===== src/verilog/servo_alarm_params.svh =====
// constants for the servo protective sequence: offsets, field positions, reset values
// Function
// - normal state: alarm transistor on, code lines open
// - parameter, encoder, reference faults: code 000
// - overcurrent or drive overheat: line a only
// - regeneration or position overflow: lines a, b
// - dc bus overvoltage: line c only
// - overspeed: lines a and c
// - overrun or encoder disconnect: as overspeed
// - motor or drive overload: all three lines
// - heat sink overheat: all three lines
// - phase, power loss, contactor: line b only
// - low fault clear input clears latched alarm
// - control power loss discards alarm state
// - panel reset command also clears alarm
// - servo-on input low energises the motor
// - servo-on input high de-energises the motor
// - bypass bit 1 forces servo on unless an alarm is latched
// - alarm output closed normal, open on alarm
`ifndef SERVO_ALARM_PARAMS_SVH
`define SERVO_ALARM_PARAMS_SVH

// register byte offsets
`define REG_CTRL 8'h00
`define REG_STATUS 8'h04
`define REG_CAUSE 8'h08
`define REG_ADDR_W 8
`define REG_DATA_W 32

// control register fields
`define CTRL_BYPASS_BIT 0
`define CTRL_RESET 32'h0000_0000

// status register fields
`define STAT_CODE_LSB 0
`define STAT_ALARM_BIT 3
`define STAT_FAULT_OUT_BIT 4
`define STAT_ENERGISE_BIT 5
`define STAT_PANEL_BIT 6

// alarm cause vector positions
`define CAUSE_PARAM 0
`define CAUSE_ABS_ENC 1
`define CAUSE_REF_READ 2
`define CAUSE_OVERCUR 3
`define CAUSE_DRV_HOT 4
`define CAUSE_REGEN 5
`define CAUSE_POS_OVF 6
`define CAUSE_OVERVOLT 7
`define CAUSE_OVERSPEED 8
`define CAUSE_OVERRUN 9
`define CAUSE_ENC_OPEN 10
`define CAUSE_OVERLOAD 11
`define CAUSE_SINK_HOT 12
`define CAUSE_OPEN_PHASE 13
`define CAUSE_PWR_LOSS 14
`define CAUSE_CONTACTOR 15
`define CAUSE_COUNT 16

// code line patterns {c, b, a}, bit set = transistor on
`define CODE_NONE 3'h0
`define CODE_PARAM 3'h0
`define CODE_OVERCUR 3'h1
`define CODE_REGEN 3'h3
`define CODE_OVERVOLT 3'h4
`define CODE_OVERSPEED 3'h5
`define CODE_OVERLOAD 3'h7
`define CODE_POWER 3'h2

// synchroniser depth and idle level of active-low pins
`define SYNC_STAGES 3
`define PIN_IDLE 1'b1

`endif


===== src/verilog/servo_alarm_pkg.sv =====
// types shared by the servo protective sequence modules
package servo_alarm_pkg;

    // sequence states, gray coded along normal -> alarm -> clearing
    typedef enum logic [1:0] {
        ST_NORMAL = 2'h0,
        ST_ALARM = 2'h1,
        ST_CLEARING = 2'h3
    } seq_mode_t;

    // whole register state of the sequence module
    typedef struct packed {
        seq_mode_t mode;
        logic [2:0] code;
        logic fault_out;
        logic energise;
        logic panel_fault;
        logic bypass;
        logic [15:0] cause_seen;
        logic [31:0] rdata;
    } seq_state_t;

endpackage : servo_alarm_pkg


===== src/verilog/fault_enc_if.sv =====
// carrier between the sequence module and the fault encoder
`timescale 1ns/10ps
interface fault_enc_if #(parameter int CAUSE_W = 16) (
    input wire logic clk_sys,
    input wire logic rstn
);
    logic [CAUSE_W-1:0] cause;
    logic [2:0] code;
    logic any_fault;

    modport enc (input clk_sys, input rstn, input cause, output code, output any_fault);
    modport seq (output cause, input code, input any_fault);
endinterface : fault_enc_if


===== src/verilog/pin_sync.sv =====
// three-stage synchroniser with agreement filter for a contact input pin
`timescale 1ns/10ps
`include "servo_alarm_params.svh"
module pin_sync #(
    parameter int STAGES = `SYNC_STAGES,
    parameter logic RST_VAL = `PIN_IDLE
) (
    input wire logic clk_sys,
    input wire logic rstn,
    input wire logic pin_in,
    output logic level
);
    typedef struct packed {
        logic [STAGES-1:0] chain;
        logic level;
    } sync_state_t;

    sync_state_t st_ff;
    sync_state_t nxt_st;

    if (STAGES < 3) begin : g_chk
        $error("pin_sync needs at least three stages");
    end

    // the level moves only once the last two stages agree
    always_comb begin
        nxt_st = st_ff;
        nxt_st.chain = {st_ff.chain[STAGES-2:0], pin_in};
        if (st_ff.chain[STAGES-1] == st_ff.chain[STAGES-2]) begin
            nxt_st.level = st_ff.chain[STAGES-1];
        end
    end

    always_ff @(posedge clk_sys or negedge rstn) begin
        if (!rstn) begin
            st_ff <= '{chain: {STAGES{RST_VAL}}, level: RST_VAL};
        end else begin
            st_ff <= nxt_st;
        end
    end

    assign level = st_ff.level;
endmodule : pin_sync


===== src/verilog/fault_encoder.sv =====
// maps the detected alarm causes to a code line pattern
`timescale 1ns/10ps
`include "servo_alarm_params.svh"
module fault_encoder #(
    parameter int CAUSE_W = `CAUSE_COUNT
) (
    fault_enc_if.enc bus
);
    import servo_alarm_pkg::*;

    if (CAUSE_W != `CAUSE_COUNT) begin : g_chk
        $error("fault_encoder serves exactly the documented cause set");
    end

    // highest-severity group wins when several causes arrive together
    function automatic logic [2:0] encode(input logic [CAUSE_W-1:0] c);
        logic [2:0] r;
        r = `CODE_NONE;
        if (c[`CAUSE_OPEN_PHASE] | c[`CAUSE_PWR_LOSS] | c[`CAUSE_CONTACTOR]) begin
            r = `CODE_POWER;
        end
        if (c[`CAUSE_REGEN] | c[`CAUSE_POS_OVF]) begin
            r = `CODE_REGEN;
        end
        if (c[`CAUSE_OVERLOAD] | c[`CAUSE_SINK_HOT]) begin
            r = `CODE_OVERLOAD;
        end
        if (c[`CAUSE_OVERSPEED] | c[`CAUSE_OVERRUN] | c[`CAUSE_ENC_OPEN]) begin
            r = `CODE_OVERSPEED;
        end
        if (c[`CAUSE_OVERVOLT]) begin
            r = `CODE_OVERVOLT;
        end
        if (c[`CAUSE_OVERCUR] | c[`CAUSE_DRV_HOT]) begin
            r = `CODE_OVERCUR;
        end
        if (c[`CAUSE_PARAM] | c[`CAUSE_ABS_ENC] | c[`CAUSE_REF_READ]) begin
            r = `CODE_PARAM;
        end
        return r;
    endfunction : encode

    assign bus.code = encode(bus.cause);
    assign bus.any_fault = |bus.cause;
endmodule : fault_encoder


===== src/verilog/servo_alarm_seq.sv =====
// protective sequence: alarm latch, code lines, servo alarm line and motor enable
//
// The register offsets and the strobed register port were chosen for this implementation.
`timescale 1ns/10ps
`include "servo_alarm_params.svh"
module servo_alarm_seq #(
    parameter int CAUSE_W = `CAUSE_COUNT
) (
    input wire logic clk_sys,
    input wire logic rstn,
    input wire logic [CAUSE_W-1:0] alarm_cause,
    input wire logic panel_clear_req,
    input wire logic panel_link_fault,
    input wire logic fault_clear_in_n,
    input wire logic energise_in_n,
    input wire logic [`REG_ADDR_W-1:0] reg_addr,
    input wire logic [`REG_DATA_W-1:0] reg_wdata,
    input wire logic reg_wr,
    input wire logic reg_rd,
    output logic [`REG_DATA_W-1:0] reg_rdata,
    output logic fault_code_line_a,
    output logic fault_code_line_b,
    output logic fault_code_line_c,
    output logic servo_fault_out,
    output logic motor_energise,
    output logic panel_fault_display
);
    import servo_alarm_pkg::*;

    // reset control word
    localparam logic [`REG_DATA_W-1:0] CTRL_RST = `CTRL_RESET;

    ////////////////////////////////////////////////////////////////////////////
    // elaboration checks

    if (CAUSE_W != `CAUSE_COUNT) begin : g_chk_cause
        $error("servo_alarm_seq serves exactly the documented cause set");
    end
    if (`REG_DATA_W < CAUSE_W) begin : g_chk_width
        $error("register data too narrow for the cause snapshot");
    end

    ////////////////////////////////////////////////////////////////////////////
    // pin synchronisers and the fault encoder

    logic clear_lvl_n;
    logic son_lvl_n;

    // the host contact inputs are asynchronous to the control clock
    pin_sync #(
        .STAGES(`SYNC_STAGES),
        .RST_VAL(`PIN_IDLE)
    ) u_clear_sync (
        .clk_sys(clk_sys),
        .rstn(rstn),
        .pin_in(fault_clear_in_n),
        .level(clear_lvl_n)
    );

    pin_sync #(
        .STAGES(`SYNC_STAGES),
        .RST_VAL(`PIN_IDLE)
    ) u_son_sync (
        .clk_sys(clk_sys),
        .rstn(rstn),
        .pin_in(energise_in_n),
        .level(son_lvl_n)
    );

    fault_enc_if #(.CAUSE_W(CAUSE_W)) enc_bus (
        .clk_sys(clk_sys),
        .rstn(rstn)
    );

    fault_encoder #(.CAUSE_W(CAUSE_W)) u_enc (
        .bus(enc_bus)
    );

    // detectors sit on this clock, so their causes need no synchroniser
    assign enc_bus.cause = alarm_cause;

    ////////////////////////////////////////////////////////////////////////////
    // register read image

    function automatic logic [`REG_DATA_W-1:0] read_word(
        input logic [`REG_ADDR_W-1:0] a,
        input seq_state_t s
    );
        logic [`REG_DATA_W-1:0] w;
        w = '0;
        case (a)
            `REG_CTRL: begin
                w[`CTRL_BYPASS_BIT] = s.bypass;
            end
            `REG_STATUS: begin
                w[`STAT_CODE_LSB +: 3] = s.code;
                w[`STAT_ALARM_BIT] = (s.mode != ST_NORMAL);
                w[`STAT_FAULT_OUT_BIT] = s.fault_out;
                w[`STAT_ENERGISE_BIT] = s.energise;
                w[`STAT_PANEL_BIT] = s.panel_fault;
            end
            `REG_CAUSE: begin
                w[CAUSE_W-1:0] = s.cause_seen;
            end
            default: begin
                w = '0; // unmapped offsets read as zero
            end
        endcase
        return w;
    endfunction : read_word

    ////////////////////////////////////////////////////////////////////////////
    // next state

    seq_state_t st_ff;
    seq_state_t nxt_st;
    logic clear_req;
    logic alarm_next;

    // either reset source asks for a clear; the panel command is a pulse
    assign clear_req = !clear_lvl_n || panel_clear_req;

    always_comb begin
        nxt_st = st_ff;
        alarm_next = 1'b0;

        // bypass bit steers whether the servo-on pin is honoured
        if (reg_wr && reg_addr == `REG_CTRL) begin
            nxt_st.bypass = reg_wdata[`CTRL_BYPASS_BIT];
        end

        case (st_ff.mode)
            ST_NORMAL: begin
                if (enc_bus.any_fault) begin
                    nxt_st.mode = ST_ALARM;
                    nxt_st.code = enc_bus.code;
                    nxt_st.cause_seen = alarm_cause;
                end
            end
            ST_ALARM: begin
                // code is frozen at the first fault; later causes only add to the snapshot
                nxt_st.cause_seen = st_ff.cause_seen | alarm_cause;
                if (clear_req) begin
                    nxt_st.mode = ST_CLEARING;
                end
            end
            ST_CLEARING: begin
                // a cause still present wins over the clear and relatches at once
                if (enc_bus.any_fault) begin
                    nxt_st.mode = ST_ALARM;
                    nxt_st.code = enc_bus.code;
                    nxt_st.cause_seen = alarm_cause;
                end else begin
                    nxt_st.mode = ST_NORMAL;
                    nxt_st.code = `CODE_NONE;
                    nxt_st.cause_seen = '0;
                end
            end
            default: begin
                nxt_st.mode = ST_ALARM;
            end
        endcase

        alarm_next = (nxt_st.mode != ST_NORMAL);

        // normal state closes the alarm transistor and opens every code line
        nxt_st.fault_out = !alarm_next;
        if (!alarm_next) begin
            nxt_st.code = `CODE_NONE;
        end

        // motor enable: alarm forces off, else bypass or low servo-on pin
        if (alarm_next) begin
            nxt_st.energise = 1'b0;
        end else if (nxt_st.bypass) begin
            nxt_st.energise = 1'b1;
        end else begin
            nxt_st.energise = !son_lvl_n;
        end

        // a broken panel link touches only the panel indicator
        nxt_st.panel_fault = panel_link_fault;

        nxt_st.rdata = reg_rd ? read_word(reg_addr, st_ff) : '0;
    end

    ////////////////////////////////////////////////////////////////////////////
    // state register; power-up reset starts with no alarm

    always_ff @(posedge clk_sys or negedge rstn) begin
        if (!rstn) begin
            st_ff <= '{
                mode: ST_NORMAL,
                code: `CODE_NONE,
                fault_out: 1'b1,
                energise: 1'b0,
                panel_fault: 1'b0,
                bypass: CTRL_RST[`CTRL_BYPASS_BIT],
                cause_seen: '0,
                rdata: '0
            };
        end else begin
            st_ff <= nxt_st;
        end
    end

    ////////////////////////////////////////////////////////////////////////////
    // outputs, each straight from the state register

    assign fault_code_line_a = st_ff.code[0];
    assign fault_code_line_b = st_ff.code[1];
    assign fault_code_line_c = st_ff.code[2];
    assign servo_fault_out = st_ff.fault_out;
    assign motor_energise = st_ff.energise;
    assign panel_fault_display = st_ff.panel_fault;
    assign reg_rdata = st_ff.rdata;
endmodule : servo_alarm_seq


===== config.mk =====
export PLATFORM = sky130hd
export DESIGN_NAME = servo_alarm_seq
export DESIGN_NICKNAME = d
export VERILOG_FILES = /design/src/verilog/servo_alarm_pkg.sv /design/src/verilog/fault_enc_if.sv /design/src/verilog/pin_sync.sv /design/src/verilog/fault_encoder.sv /design/src/verilog/servo_alarm_seq.sv
export VERILOG_INCLUDE_DIRS = /design/src /design/src/verilog
export SDC_FILE = /design/constraint.sdc
export NUM_CORES = 1
export LEC_CHECK = 0
export BUFFER_PORTS_ARGS = -buffer_cell sky130_fd_sc_hd__buf_4
export CAP_MARGIN = 20
export CORE_MARGIN = 3
export CORE_UTILIZATION = 46
export DETAILED_ROUTE_END_ITERATION = 16
export PLACE_DENSITY = 0.85
export SYNTH_ARGS = -nofsm -noshare
export SYNTH_HDL_FRONTEND = slang
export SYNTH_SLANG_ARGS = --single-unit

===== constraint.sdc =====
create_clock -name clk_sys -period 1.7 [get_ports clk_sys]
set_input_delay 0.17 -clock clk_sys [delete_from_list [all_inputs] [get_ports clk_sys]]
set_output_delay 0.17 -clock clk_sys [all_outputs]
set_load 0.01 [all_outputs]

# Word-level counts from Yosys, hierarchy flattened
# Cells that the tools add are included.
[totals]
input_bits = 64
regBits = 49
word_cells = 67
out_inout_bits = 38
[op_classes]
n_bitwise = 10
eq_ne = 9
muxes = 23
reduce_logical = 13
[ops]
columns = ["cell", "count"]
rows = [
  ["16-bit 2-to-1 mux", 3],
  ["16-bit case mux with 3 select lines", 1],
  ["3-bit 2-to-1 mux", 6],
  ["16-bit bitwise OR", 1],
  ["16-bit OR reduction", 1],
  ["6-bit case mux with 2 select lines", 1],
  ["9-bit 2-to-1 mux", 1],
  ["1-bit bitwise OR", 9],
  ["8-bit by 3-bit equality test with 1-bit output, second input constant", 1],
  ["8-bit by 4-bit equality test with 1-bit output, second input constant", 1],
  ["8-bit logical NOT", 1],
  ["2-bit 2-to-1 mux", 3],
  ["2-bit case mux with 3 select lines", 1],
  ["3-bit case mux with 2 select lines", 1],
  ["5-bit 2-to-1 mux", 1],
  ["4-bit 2-to-1 mux", 1],
  ["2-bit AND reduction", 2],
  ["2-bit nonzero test", 2],
  ["1-bit logical NOT", 3],
  ["1-bit 2-to-1 mux", 3],
  ["3-bit by 1-bit != test with 1-bit output, second input constant", 1],
  ["3-bit != test, second input constant", 1],
  ["1-bit case mux with 3 select lines", 1],
  ["3-bit nonzero test", 1],
  ["other kinds (7)", 8],
]

# Logic depth before layout (Yosys ltp)
# Gate-level depths: netlist (run 1).
[depth]
depth_word = 14
depth_mapped = 7
mapped_depth_nobuf = 7

# Modules after synthesis
# A second synthesis (run 1) with hierarchy kept.
[hier_totals]
cells_unflattened = 173
area_unflattened_um2 = 2122.0
[modules_own_cells]
columns = ["mod", "seq_area_each_um2", "area_per_inst_um2", "instances", "cells_per_inst"]
rows = [
  ["servo_alarm_seq", 1027.2, 1788.0, 1, 150],
  ["pin_sync", 105.1, 116.4, 2, 5],
  ["fault_encoder", 0.0, 101.3, 1, 13],
]

# Worst setup path after synthesis (run 1)
# No wires, ideal clock.
[synth_path]
kind = "input -> register"
start = "in alarm_cause[5]"
end = "reg st_ff[33] in the netlist's numbering"
n_path_buf = 1
required_ps = 1579
arrival_time_ps = 1508
setup_ps = 121
setup_slack_ps = 71
stages = 6
path_cell_list = "nor4_1 -> nor4b_4 -> nand2_2 -> o31a_1 -> buf_6 -> a22o_1"
[synth_between]
elab_chain_len = 3
word_cells_on_any_way = 5
classes_between = "1 x eq/ne; 2 x mux; 2 x reduce/logical"
[synth_lines]
columns = ["item", "line", "rtl"]
rows = [
  ["start, declared", "servo_alarm_seq.sv:11", "input wire logic [CAUSE_W-1:0] alarm_cause,"],
  ["16-bit OR reduction *", "fault_encoder.sv:44", "assign bus.any_fault = |bus.cause;"],
  ["16-bit 2-to-1 mux / 2-bit != test (equally long branches)", "-", ""],
  ["16-bit case mux with 3 select lines / 2-bit AND reduction (equally long branches)", "-", ""],
  ["end signal, assigned", "servo_alarm_seq.sv:192", "st_ff <= '{"],
  ["end signal, assigned", "servo_alarm_seq.sv:203", "st_ff <= nxt_st;"],
  ["end, declared", "servo_alarm_seq.sv:115", "seq_state_t st_ff;"],
]
# Mark *: on every way between the ends. The rest lies on a longest branch, timed or not.
# A chain may end at the register's enable or synchronous reset.

# Worst setup path in the final report (run 1)
[layout_path]
start = "reg st_ff[56] in the netlist's numbering"
end = "reg st_ff[32] in the netlist's numbering"
[layout_between]
elab_chain_len = 3
word_cells_on_any_way = 7
classes_between = "3 x eq/ne; 1 x mux; 3 x reduce/logical"
[layout_lines]
columns = ["item", "line", "rtl"]
rows = [
  ["2-bit equality test (tied with other cells)", "servo_alarm_seq.sv:132", "case (st_ff.mode)"],
  ["3-bit nonzero test (no line) / 2-bit != test (equally long branches)", "-", ""],
  ["2-bit AND reduction (no line)", "-", ""],
]
# Parallel ways exist; a longest one is shown, timed or not.

==> results of run 1 <==
==> power by group <==
group	internal, mW	switching (mW)
clock	0.290	0.380
sequential	1.44	0.160
combinational	0.659	0.576
total	2.39	1.11
==> final timing paths <==
kind / start / end / slack (ps) / depth (start not counted)
min in group asynchronous: rstn / motor_energise / 400 / 2
max in group asynchronous: rstn / reg_rdata[15] / 910 / 2
max: st_ff[56] / st_ff[32] / 20 / 6
max reg2reg: st_ff[56] / st_ff[32] / 20 / 6
min reg2reg: u_clear_sync.nxt_st[2] / u_clear_sync.nxt_st[3] / 360 / 0
min: alarm_cause[1] / st_ff[33] / 90 / 2
==> logic make-up after synthesis <==
kind of cell | count (synthesis)
AO/OA/AOI/OAI | 35
flip-flops | 49
adder cells (fa/ha/maj) | 7
buffers and inverters | 43
AND/OR/NAND/NOR | 43
other | 1
multiplexers | 2
==> metrics by stage <==
step	hold WS, ps	area (sq um)	utilization (%)	worst slack, ps
after global routing	91.83	2841	63.51	-34.12
final	90.79	2841	63.51	18.99
after CTS	84.14	2773	61.97	9.412
after detailed placement	216.7	2630	58.78	-221.9
after floorplan	-125.6	2245	-	71.13
after global placement	202.7	2630	58.78	-190.5
==> flip-flops by register name (all words and copies together) (netlist names) <==
name	cells
fault_code_line_b	1
reg_rdata	16
fault_code_line_c	1
panel_fault_display	1
u_son_sync.nxt_st	2
motor_energise	1
u_clear_sync.level	1
u_clear_sync.st_ff	1
servo_fault_out	1
u_clear_sync.nxt_st	2
u_son_sync.level	1
u_son_sync.st_ff	1
st_ff	19
fault_code_line_a	1
==> layout by cell type (no fill, tap or decap), drive strengths merged, types with 3 or more instances in the layout <==
| master | n |
|---|---|
| dlygate4sd3 | 4 |
| nor3b | 3 |
| dfrtp | 40 |
| conb | 16 |
| nor2 | 8 |
| nor4 | 3 |
| dfstp | 9 |
| clkbuf | 6 |
| o21ai | 5 |
| nand2 | 9 |
| nor3 | 3 |
| buf | 82 |
| a22o | 21 |
| ha | 5 |
| a31oi | 3 |
| and2 | 9 |
| inv | 7 |
==> layer usage <==
layer	track usage (%)	share of wire, %	vias up
met5	0	0	-
met1	20.07	41	737
met2	26.89	51	53
li1	-	-	720
met4	7.312	1.8	0
met3	4.272	5.6	9
==> cell type report <==
class | instances | area, sq um | area share, %
Inverter | 7 | 26.28 | 0.9247
Clock buffer | 6 | 72.57 | 2.554
Sequential cell | 49 | 1237 | 43.55
Timing Repair Buffer | 86 | 668.1 | 23.51
Multi-Input combinational cell | 103 | 757.0 | 26.64
Tap cell | 52 | 65.06 | 2.290
Clock inverter | 2 | 15.01 | 0.5284
==> repair_timing <==
item | 4_1_cts | 5_1_grt
pin swaps | 1 | 0
endpoints found under the setup margin | 3 | 15
resized for setup | 0 | 11
hold endpoints to repair | 43 | 0
buffers inserted | 2 | 2
hold buffers | 4 | 0
==> key figures, run 1 <==
Outcome
  – Status: finished, final reports clean

Floorplanning
  – Io pins: 102
  – Core Box Area: 4474 sq um
  – Die height: 74.98 microns
  – Die ar.: 5621 sq um
  – Starting density of the core: 48.91%
  – Die span in x: 74.98 microns
  – Row cnt: 24

Synthesis
  – Count leader, synth: dfrtp_1
  – Post-synth EDFFs: 0
  – Syn_area_per_cell: 12.16 sq um
  – Leading area contributor after synthesis: dfrtp_1
  – Synth Area in Compound Gates: 13.26%
  – Post-synthesis async set-or-reset flop share: 100.0%
  – Synth cell types: 36
  – Synth Area in Adders: 3.774%
  – Synth Register Bits: 49
  – Cells after Synth: 180
  – Yosys warns: 0
  – Mapped Area: 2188 sq um
  – Post-synthesis mux area share: 0.9720%
  – Xor and xnor area share after synthesis: 0%
  – Synth Area in Simple Gates: 11.38%
  – Post-synth top cells: dfrtp_1 (40), buf_4 (32), a22o_1 (20)
  – Most area-consuming cells after synthesis: dfrtp_1 (46%), buf_4 (11%), dfstp_2 (11%), a22o_1 (8.0%), ha_1 (2.9%)
  – Share of the yosys chip area belonging to registers: 56.55%
  – Share of the synthesized area in the top cell type: 45.74%
  – Largest family of logic cells by synthesized area: buffers and inverters
  – Most used DFF post-synth: dfrtp_1

Final layout
  – Final std cells w/o fill: 305
  – Filler Cells Inserted: 352
  – Share of cells above drive strength 1: 44.66%
  – N_diodes: 0
  – Final #Nets: 321
  – Area growth from synthesis to layout: 29.85%

Worst setup path
  – CP Data Required Time: 1900 ps
  – CP Max Fanout: 11
  – Type of element capturing the critical path: flop
  – CP dominant cell by count: buf_4
  – Crit start category: flop
  – Crit path max-delay cell type: o31a_2
  – Worst path cell trace: buf_4, buf_4, ha_1, inv_1, o31a_2, a22o_2
  – CP max stage delay: 440 ps
  – CP arrival: 1880 ps
  – Crit-path leading delay family: compound AO/OA/AOI/OAI gates
  – Setup Crit Path Kind: reg2reg
  – CP bufs+invs: 3

CTS
  – CTS max path bufs: 2
  – Clock Latency Late Sink: 310 ps
  – CTS HTree Levels: 2
  – Clock sink total: 49
  – CTS tree: built
  – Root Driver: clkbuf_8
  – TritonCTS buffer count: 5
  – CTS clock-pin slew for the worst setup and hold paths: 90 ps

Route
  – DRT Wirelength: 4457 microns
  – Via density: 4.980
  – DR vias: 1519
  – Routed len/inst: 14.61 microns
  – ANT nets after route: 0
  – Drt initial violations: 68
  – Drt pass-1 iters: 4
  – DRC: 0

STA
  – Peak Freq: 0.5949 GHz
  – Worst rel slew slack: 60.92%
  – Crit share post-route: 98.88%
  – RSZ-0062 raised after global routing: yes
  – Worst-Margin Slew: 586.2 ps
  – Pins Over Slew Limit: 0
  – Setup_tns: 0 ps
  – Setup violations, final: 0
  – Min cycle time layout: 1681 ps
  – Post-Route Skew: 6.602 ps
  – Final hold vios: 0

GRT
  – Vias in the first global route: 1537
  – Gr ovfl total: 0
  – Pin count of the biggest net entering global routing: 50
  – First-pass GRT wire length: 6796 microns
  – GRT Total Usage: 16.30%
  – Initial antenna violation count: 0

Place
  – Placed wire-length estimate: 3344 microns
  – Cells after DPL: 289
  – Port Buffers: 54
  – Gp weighted congestion: 0.8481

Pwr
  – Pwr Total: 3.506 mW
  – Cell area power density: 1234 nW/um^2
  – IR drop worst, VDD: 0.9334 mV
  – Pleak: 1.393 nW

Worst hold path
  – HP Class: in2reg

Flow run
  – Max-Cap Viols: 0
(Power assumes the default switching activity.)
==> run 2, diff against run 1 <==
--- a/config.mk
+++ b/config.mk
@@ -10,7 +10,9 @@
 export CAP_MARGIN = 20
 export CORE_MARGIN = 3
 export CORE_UTILIZATION = 46
+export CTS_CLUSTER_SIZE = 30
 export DETAILED_ROUTE_END_ITERATION = 16
+export MAX_ROUTING_LAYER = met4
 export PLACE_DENSITY = 0.85
 export SYNTH_ARGS = -nofsm -noshare
 export SYNTH_HDL_FRONTEND = slang
==> run 2 against run 1 <==
  * Design area grew 2.5%
  * Final cell count increased by 0.66%
  * Sequential power about the same
  * Count of clock-buffer cells in the layout increased by 1
  * Via count up 1.9%
  * Worst setup slack got worse by 13 ps
  * Global-route usage increased by 0.55 points
  * Total power rose by 8.3%
  * Critical endpoint is now fault_code_line_a
  * Largest power group unchanged
  * Highest routed layer unchanged
==> key figures, run 2 (synthesis gave the netlist of run 1 again) <==
Pwr
  – Switch Pwr: 1.137 mW
  – Combinational power share: 35.1%
  – Cell area power density: 1303 nW/um^2
  – Switching Share: 29.95%
  – Flop pwr share: 42.7%
  – Pleak: 1.432 nW
  – IR drop worst, VDD: 0.8136 mV
  – Clock power frac: 22.2%
  – Internal Dissipation: 2.659 mW

Worst setup path
  – CP bufs+invs: 2
  – Worst r2r path cells: 8
  – Worst r2r src: st_ff[55]
  – Crit start category: flop
  – CP arrival: 1890 ps
  – Crit path max-delay cell type: dfrtp_1
  – CP Data Required Time: 1890 ps
  – Setup Crit Path Kind: reg2reg
  – CP Max Fanout: 5
  – CP max stage delay: 440 ps
  – Reg2Reg Setup Slack: 6 ps
  – RR Endpoint: fault_code_line_a
  – Crit-path leading delay family: compound AO/OA/AOI/OAI gates
  – Worst path cell trace: inv_2, ha_4, nand2_1, nor2_1, a31o_2, a211oi_2, buf_4, o21ai_1
  – Type of element capturing the critical path: flop

Place
  – Pre-CTS setup slack: -239.6 ps
  – Placed wire-length estimate: 3383 microns
  – Gp weighted congestion: 0.8615
  – Port Buffers: 54

Floorplanning
  – Core Box Area: 4474 sq um
  – Starting density of the core: 48.91%
  – Die span in x: 74.98 microns
  – Die height: 74.98 microns
  – Row cnt: 24
  – Die ar.: 5621 sq um
  – Io pins: 102

Final layout
  – Area growth from synthesis to layout: 33.10%
  – Share of cells above drive strength 1: 46.67%
  – N_diodes: 0
  – Final #Nets: 323
  – Max reg flops: 19
  – Commonest cells after routing, fill and taps aside: buf_4 (82), dfrtp_1 (39), a22o_1 (20)
  – Most common cell after layout, fill and taps aside: buf_4
  – Largest register by flop count: st_ff

GRT
  – Vias in the first global route: 1482
  – Pin count of the biggest net entering global routing: 50
  – Initial antenna violation count: 0
  – GRT Total Usage: 16.85%
  – Gr ovfl total: 0
  – First-pass GRT wire length: 6762 microns

Route
  – Via density: 5.042
  – DRC: 0
  – DR vias: 1548
  – DRT Wirelength: 4527 microns
  – Drt pass-1 iters: 4
  – Routed len/inst: 14.75 microns
  – ANT nets after route: 0
  – Drt initial violations: 58

CTS
  – CTS HTree Levels: 2
  – TritonCTS buffer count: 5
  – Clock Latency Late Sink: 300 ps
  – CTS tree: built
  – Clock sink total: 49
  – Root Driver: clkbuf_8
  – CTS max path bufs: 2
  – CTS clock-pin slew for the worst setup and hold paths: 80 ps

STA
  – Final hold vios: 0
  – Crit share post-route: 99.68%
  – Peak Freq: 0.5902 GHz
  – Worst-Margin Slew: 590.5 ps
  – Pins Over Slew Limit: 0
  – Final worst slack: 5.524 ps
  – Post-Route Skew: 6.449 ps
  – Min cycle time layout: 1694 ps
  – Setup_tns: 0 ps
  – Setup violations, final: 0
  – Worst rel slew slack: 60.64%

Flow run
  – Max-Cap Viols: 0

Worst hold path
  – Hold Path End: st_ff[33]
  – Hold path depth: 2
  – Hold Path Origin: alarm_cause[1]
  – HP Class: in2reg

Outcome
  – Status: finished, final reports clean
run 2: worst max-delay path by stage:
stage | start | end | cells past startpoint
after floorplan | alarm_cause[5] | st_ff[33] | 6
after global placement | alarm_cause[5] | st_ff[32] | 7
after detailed placement | alarm_cause[5] | st_ff[32] | 7
after CTS | st_ff[55] | fault_code_line_a | 8
after global routing | st_ff[55] | fault_code_line_c | 8
final | st_ff[55] | fault_code_line_a | 8
run 2: per-layer routing:
layer	vias to the layer above	track usage (%)	share of wire [%]
li1	728	-	-
met1	760	20.88	41
met5	-	-	0
met2	53	26.69	52
met4	0	4.150	1.2
met3	7	5.607	5.7
run 2: power by group through the flow:
stage | registers, mW | clock network (mW) | logic (mW)
floorplan | 1.59 | 0 | 0.690
global route | 1.65 | 0.909 | 1.45
CTS | 1.61 | 0.855 | 1.08
global placement | 1.62 | 0 | 0.999
detailed placement | 1.63 | 0 | 1.05
finish | 1.62 | 0.844 | 1.33
run 2: area by class of cell:
cell class | instances | area [sq um]
multi-input combinational | 103 | 779.5
clock inverter | 1 | 30.03
sequential | 49 | 1239
fill | 357 | 1562
clock buffer | 7 | 86.33
tap | 52 | 65.06
timing repair buffer | 88 | 686.9
inverter | 7 | 26.28
run 2: per-stage QoR:
stage	total power [mW]	area, sq um	utilization, %	std cells	hold slack [ps]
2_1_floorplan	2.281	2245	-	195	-125.6
3_3_place_gp	2.621	2630	58.78	289	205.2
3_5_place_dp	2.675	2630	58.78	289	209.3
4_1_cts	3.543	2798	62.53	302	94.69
5_1_grt	4.007	2913	65.10	307	100.2
6_report	3.796	2913	65.10	307	101.8
run 2: repair_timing:
action	CTS	global route
pin swaps	0	2
resized for setup	2	18
endpoints found under the hold margin	43	0
setup buffers	1	5
hold buffers	4	0
endpoints found under the setup margin	5	15
run 2: worst register-to-register path: stages (launching register included):
cell and delay [ps]:
dfrtp_1 440, inv_2 110, ha_4 200, nand2_1 80
nor2_1 50, a31o_2 260, a211oi_2 210, buf_4 170
o21ai_1 70
==> run 3, diff against run 2 <==
--- a/config.mk
+++ b/config.mk
@@ -6,14 +6,14 @@
 export SDC_FILE = /design/constraint.sdc
 export NUM_CORES = 1
 export LEC_CHECK = 0
-export BUFFER_PORTS_ARGS = -buffer_cell sky130_fd_sc_hd__buf_4
 export CAP_MARGIN = 20
 export CORE_MARGIN = 3
-export CORE_UTILIZATION = 46
+export CORE_UTILIZATION = 62
 export CTS_CLUSTER_SIZE = 30
 export DETAILED_ROUTE_END_ITERATION = 16
+export DONT_BUFFER_PORTS = 1
 export MAX_ROUTING_LAYER = met4
-export PLACE_DENSITY = 0.85
+export PLACE_DENSITY = 0.84
 export SYNTH_ARGS = -nofsm -noshare
 export SYNTH_HDL_FRONTEND = slang
 export SYNTH_SLANG_ARGS = --single-unit
==> run 3 against run 2 <==
  * Clock skew is 1.5 ps higher
  * Flip-flop and latch count stayed put
  * Clock power is 37% lower
  * Design area is 13% lower
  * Non-clock buffer count is 46 lower
  * Worst setup slack better by 84 ps
  * Critical path type unchanged
==> key figures, run 3 (synthesis gave the netlist of run 1 again) <==
GRT
  – GRT Total Usage: 23.31%
  – Gr ovfl total: 0
  – Pin count of the biggest net entering global routing: 50
  – Met3 usage: 5.812%
  – Met2 Use GR: 36.79%
  – First-pass GRT wire length: 7293 microns
  – Met1 Use GR: 29.70%
  – Top Usage Layer GRT: met2
  – Initial antenna violation count: 0
  – Vias in the first global route: 1415

STA
  – Peak Freq: 0.6209 GHz
  – Pins Over Slew Limit: 0
  – WHS: 35.78 ps
  – Crit share post-route: 94.74%
  – Post-Route Skew: 7.942 ps
  – Final worst slack: 89.34 ps
  – Setup violations, final: 0
  – Final hold vios: 0
  – Min cycle time layout: 1611 ps

Worst setup path
  – Worst path cell trace: ha_4, nor3b_2, a31o_2, a211oi_2, buf_4, o21ai_0
  – CP arrival: 1870 ps
  – Crit start category: flop
  – Crit-path leading delay family: compound AO/OA/AOI/OAI gates
  – Worst r2r src: st_ff[55]
  – CP bufs+invs: 1
  – Type of element capturing the critical path: flop
  – CP max stage delay: 480 ps
  – CP Data Required Time: 1960 ps
  – CP Max Fanout: 5
  – Reg2Reg Setup Slack: 90 ps
  – RR Endpoint: fault_code_line_b
  – Worst r2r path cells: 6
  – Crit path max-delay cell type: dfrtp_2
  – Setup Crit Path Kind: reg2reg

Worst hold path
  – HP Class: in2reg
  – Hold path depth: 3
  – Hold Path End: fault_code_line_a
  – Hold Path Origin: alarm_cause[7]

Route
  – ANT nets after route: 0
  – Via density: 5.636
  – Drt pass-1 iters: 4
  – DRC: 0
  – DRT Wirelength: 4661 microns
  – Drt initial violations: 152
  – DR vias: 1426
  – Routed len/inst: 18.42 microns

Final layout
  – Most common cell after layout, fill and taps aside: dfrtp_1
  – Commonest cells after routing, fill and taps aside: dfrtp_1 (39), dlygate4sd3_1 (24), a22o_1 (20)
  – Largest register by flop count: st_ff
  – Multi-input logic area: 752.0 sq um
  – N_diodes: 0
  – Filler Cells Inserted: 208
  – Area growth from synthesis to layout: 16.01%
  – Final #Nets: 277
  – Sequential cell area: 1239 sq um
  – Max reg flops: 19
  – Share of cells above drive strength 1: 24.40%

CTS
  – Clock Latency Late Sink: 360 ps
  – CTS HTree Levels: 2
  – CTS max path bufs: 2
  – TritonCTS buffer count: 5
  – CTS clock-pin slew for the worst setup and hold paths: 140 ps
  – Root Driver: clkbuf_4
  – Clock sink total: 49
  – CTS tree: built

Floorplanning
  – Row cnt: 20
  – Starting density of the core: 68.32%
  – Core Box Area: 3203 sq um
  – Die ar.: 4278 sq um
  – Die height: 65.41 microns
  – Io pins: 102
  – Die span in x: 65.41 microns

Pwr
  – Pleak: 1.150 nW
  – IR drop worst, VDD: 0.8988 mV
  – Cell area power density: 1309 nW/um^2

Place
  – Pre-CTS setup slack: -101.7 ps
  – Port Buffers: 0
  – Placed wire-length estimate: 2956 microns
  – Gp weighted congestion: 0.8227

Flow run
  – Max-Cap Viols: 0

Outcome
  – Status: finished, final reports clean
## run 3: changes by cell type in the layout (fill, tap and decap cells not counted), moves of 3 or more
| cell | change |
|---|---|
| buf_4 | -66 |
| clkbuf_4 | +5 |
| clkbuf_8 | -6 |
| dlygate4sd3_1 | +20 |
| o21ai_0 | +3 |
| o21ai_1 | -3 |
## run 3: what timing repair did
item | 4_1_cts | 5_1_grt
setup buffers | 0 | 4
endpoints found under the setup margin | 0 | 15
hold endpoints to repair | 71 | 0
gates resized for setup | 0 | 13
hold buffers | 25 | 0
## run 3: worst max path at each step
| stage | startpoint | end | slack, ps | depth (start not counted) |
|---|---|---|---|---|
| 5_1_grt | st_ff[56] | fault_code_line_b | -10 | 7 |
| 6_report | st_ff[55] | fault_code_line_b | 90 | 6 |
| 3_5_place_dp | alarm_cause[5] | st_ff[32] | -100 | 7 |
| 4_1_cts | st_ff[56] | fault_code_line_b | 20 | 7 |
| 2_1_floorplan | alarm_cause[5] | st_ff[33] | 70 | 6 |
| 3_3_place_gp | alarm_cause[5] | st_ff[32] | -100 | 7 |
## run 3: through the flow
step                      total power [mW]  cells  TNS, ps  utilization (%)  instance area, sq um
final                                3.324    253        0            79.26                  2539
after global routing                 3.498    253   -25.05            79.26                  2539
after CTS                            3.117    249        0            76.68                  2456
after detailed placement             2.526    216   -879.2            66.56                  2132
after global placement               2.461    216   -805.6            66.56                  2132
after floorplan                      2.281    195        0                -                  2245
## run 3: routing by layer
| metal | vias to the layer above | share of wire (%) | wire length (microns) |
|---|---|---|---|
| met3 | 6 | 8.4 | 391 |
| met4 | 0 | 1.1 | 49 |
| li1 | 631 | - | - |
| met5 | - | 0 | 0 |
| met1 | 723 | 38 | 1759 |
| met2 | 66 | 53 | 2460 |
## run 3: worst reg2reg max path, stage by stage (launching register included)
cell and delay [ps]:
dfrtp_2 480, ha_4 200, nor3b_2 160, a31o_2 230, a211oi_2 190, buf_4 160, o21ai_0 90
## run 3: cell type report
type                            count  share of cell area [%]
Inverter                            7                   1.134
Tap cell                           44                   2.169
Multi-Input combinational cell    103                   29.62
Timing Repair Buffer               42                   16.07
Sequential cell                    49                   48.79
Clock buffer                        6                   1.626
Clock inverter                      2                  0.5914
## run 3: report_power, final
part	internal (mW)	switching, mW	total [mW]
Sequential	1.44	0.202	1.64
Combinational	0.615	0.535	1.15
Clock	0.162	0.366	0.528
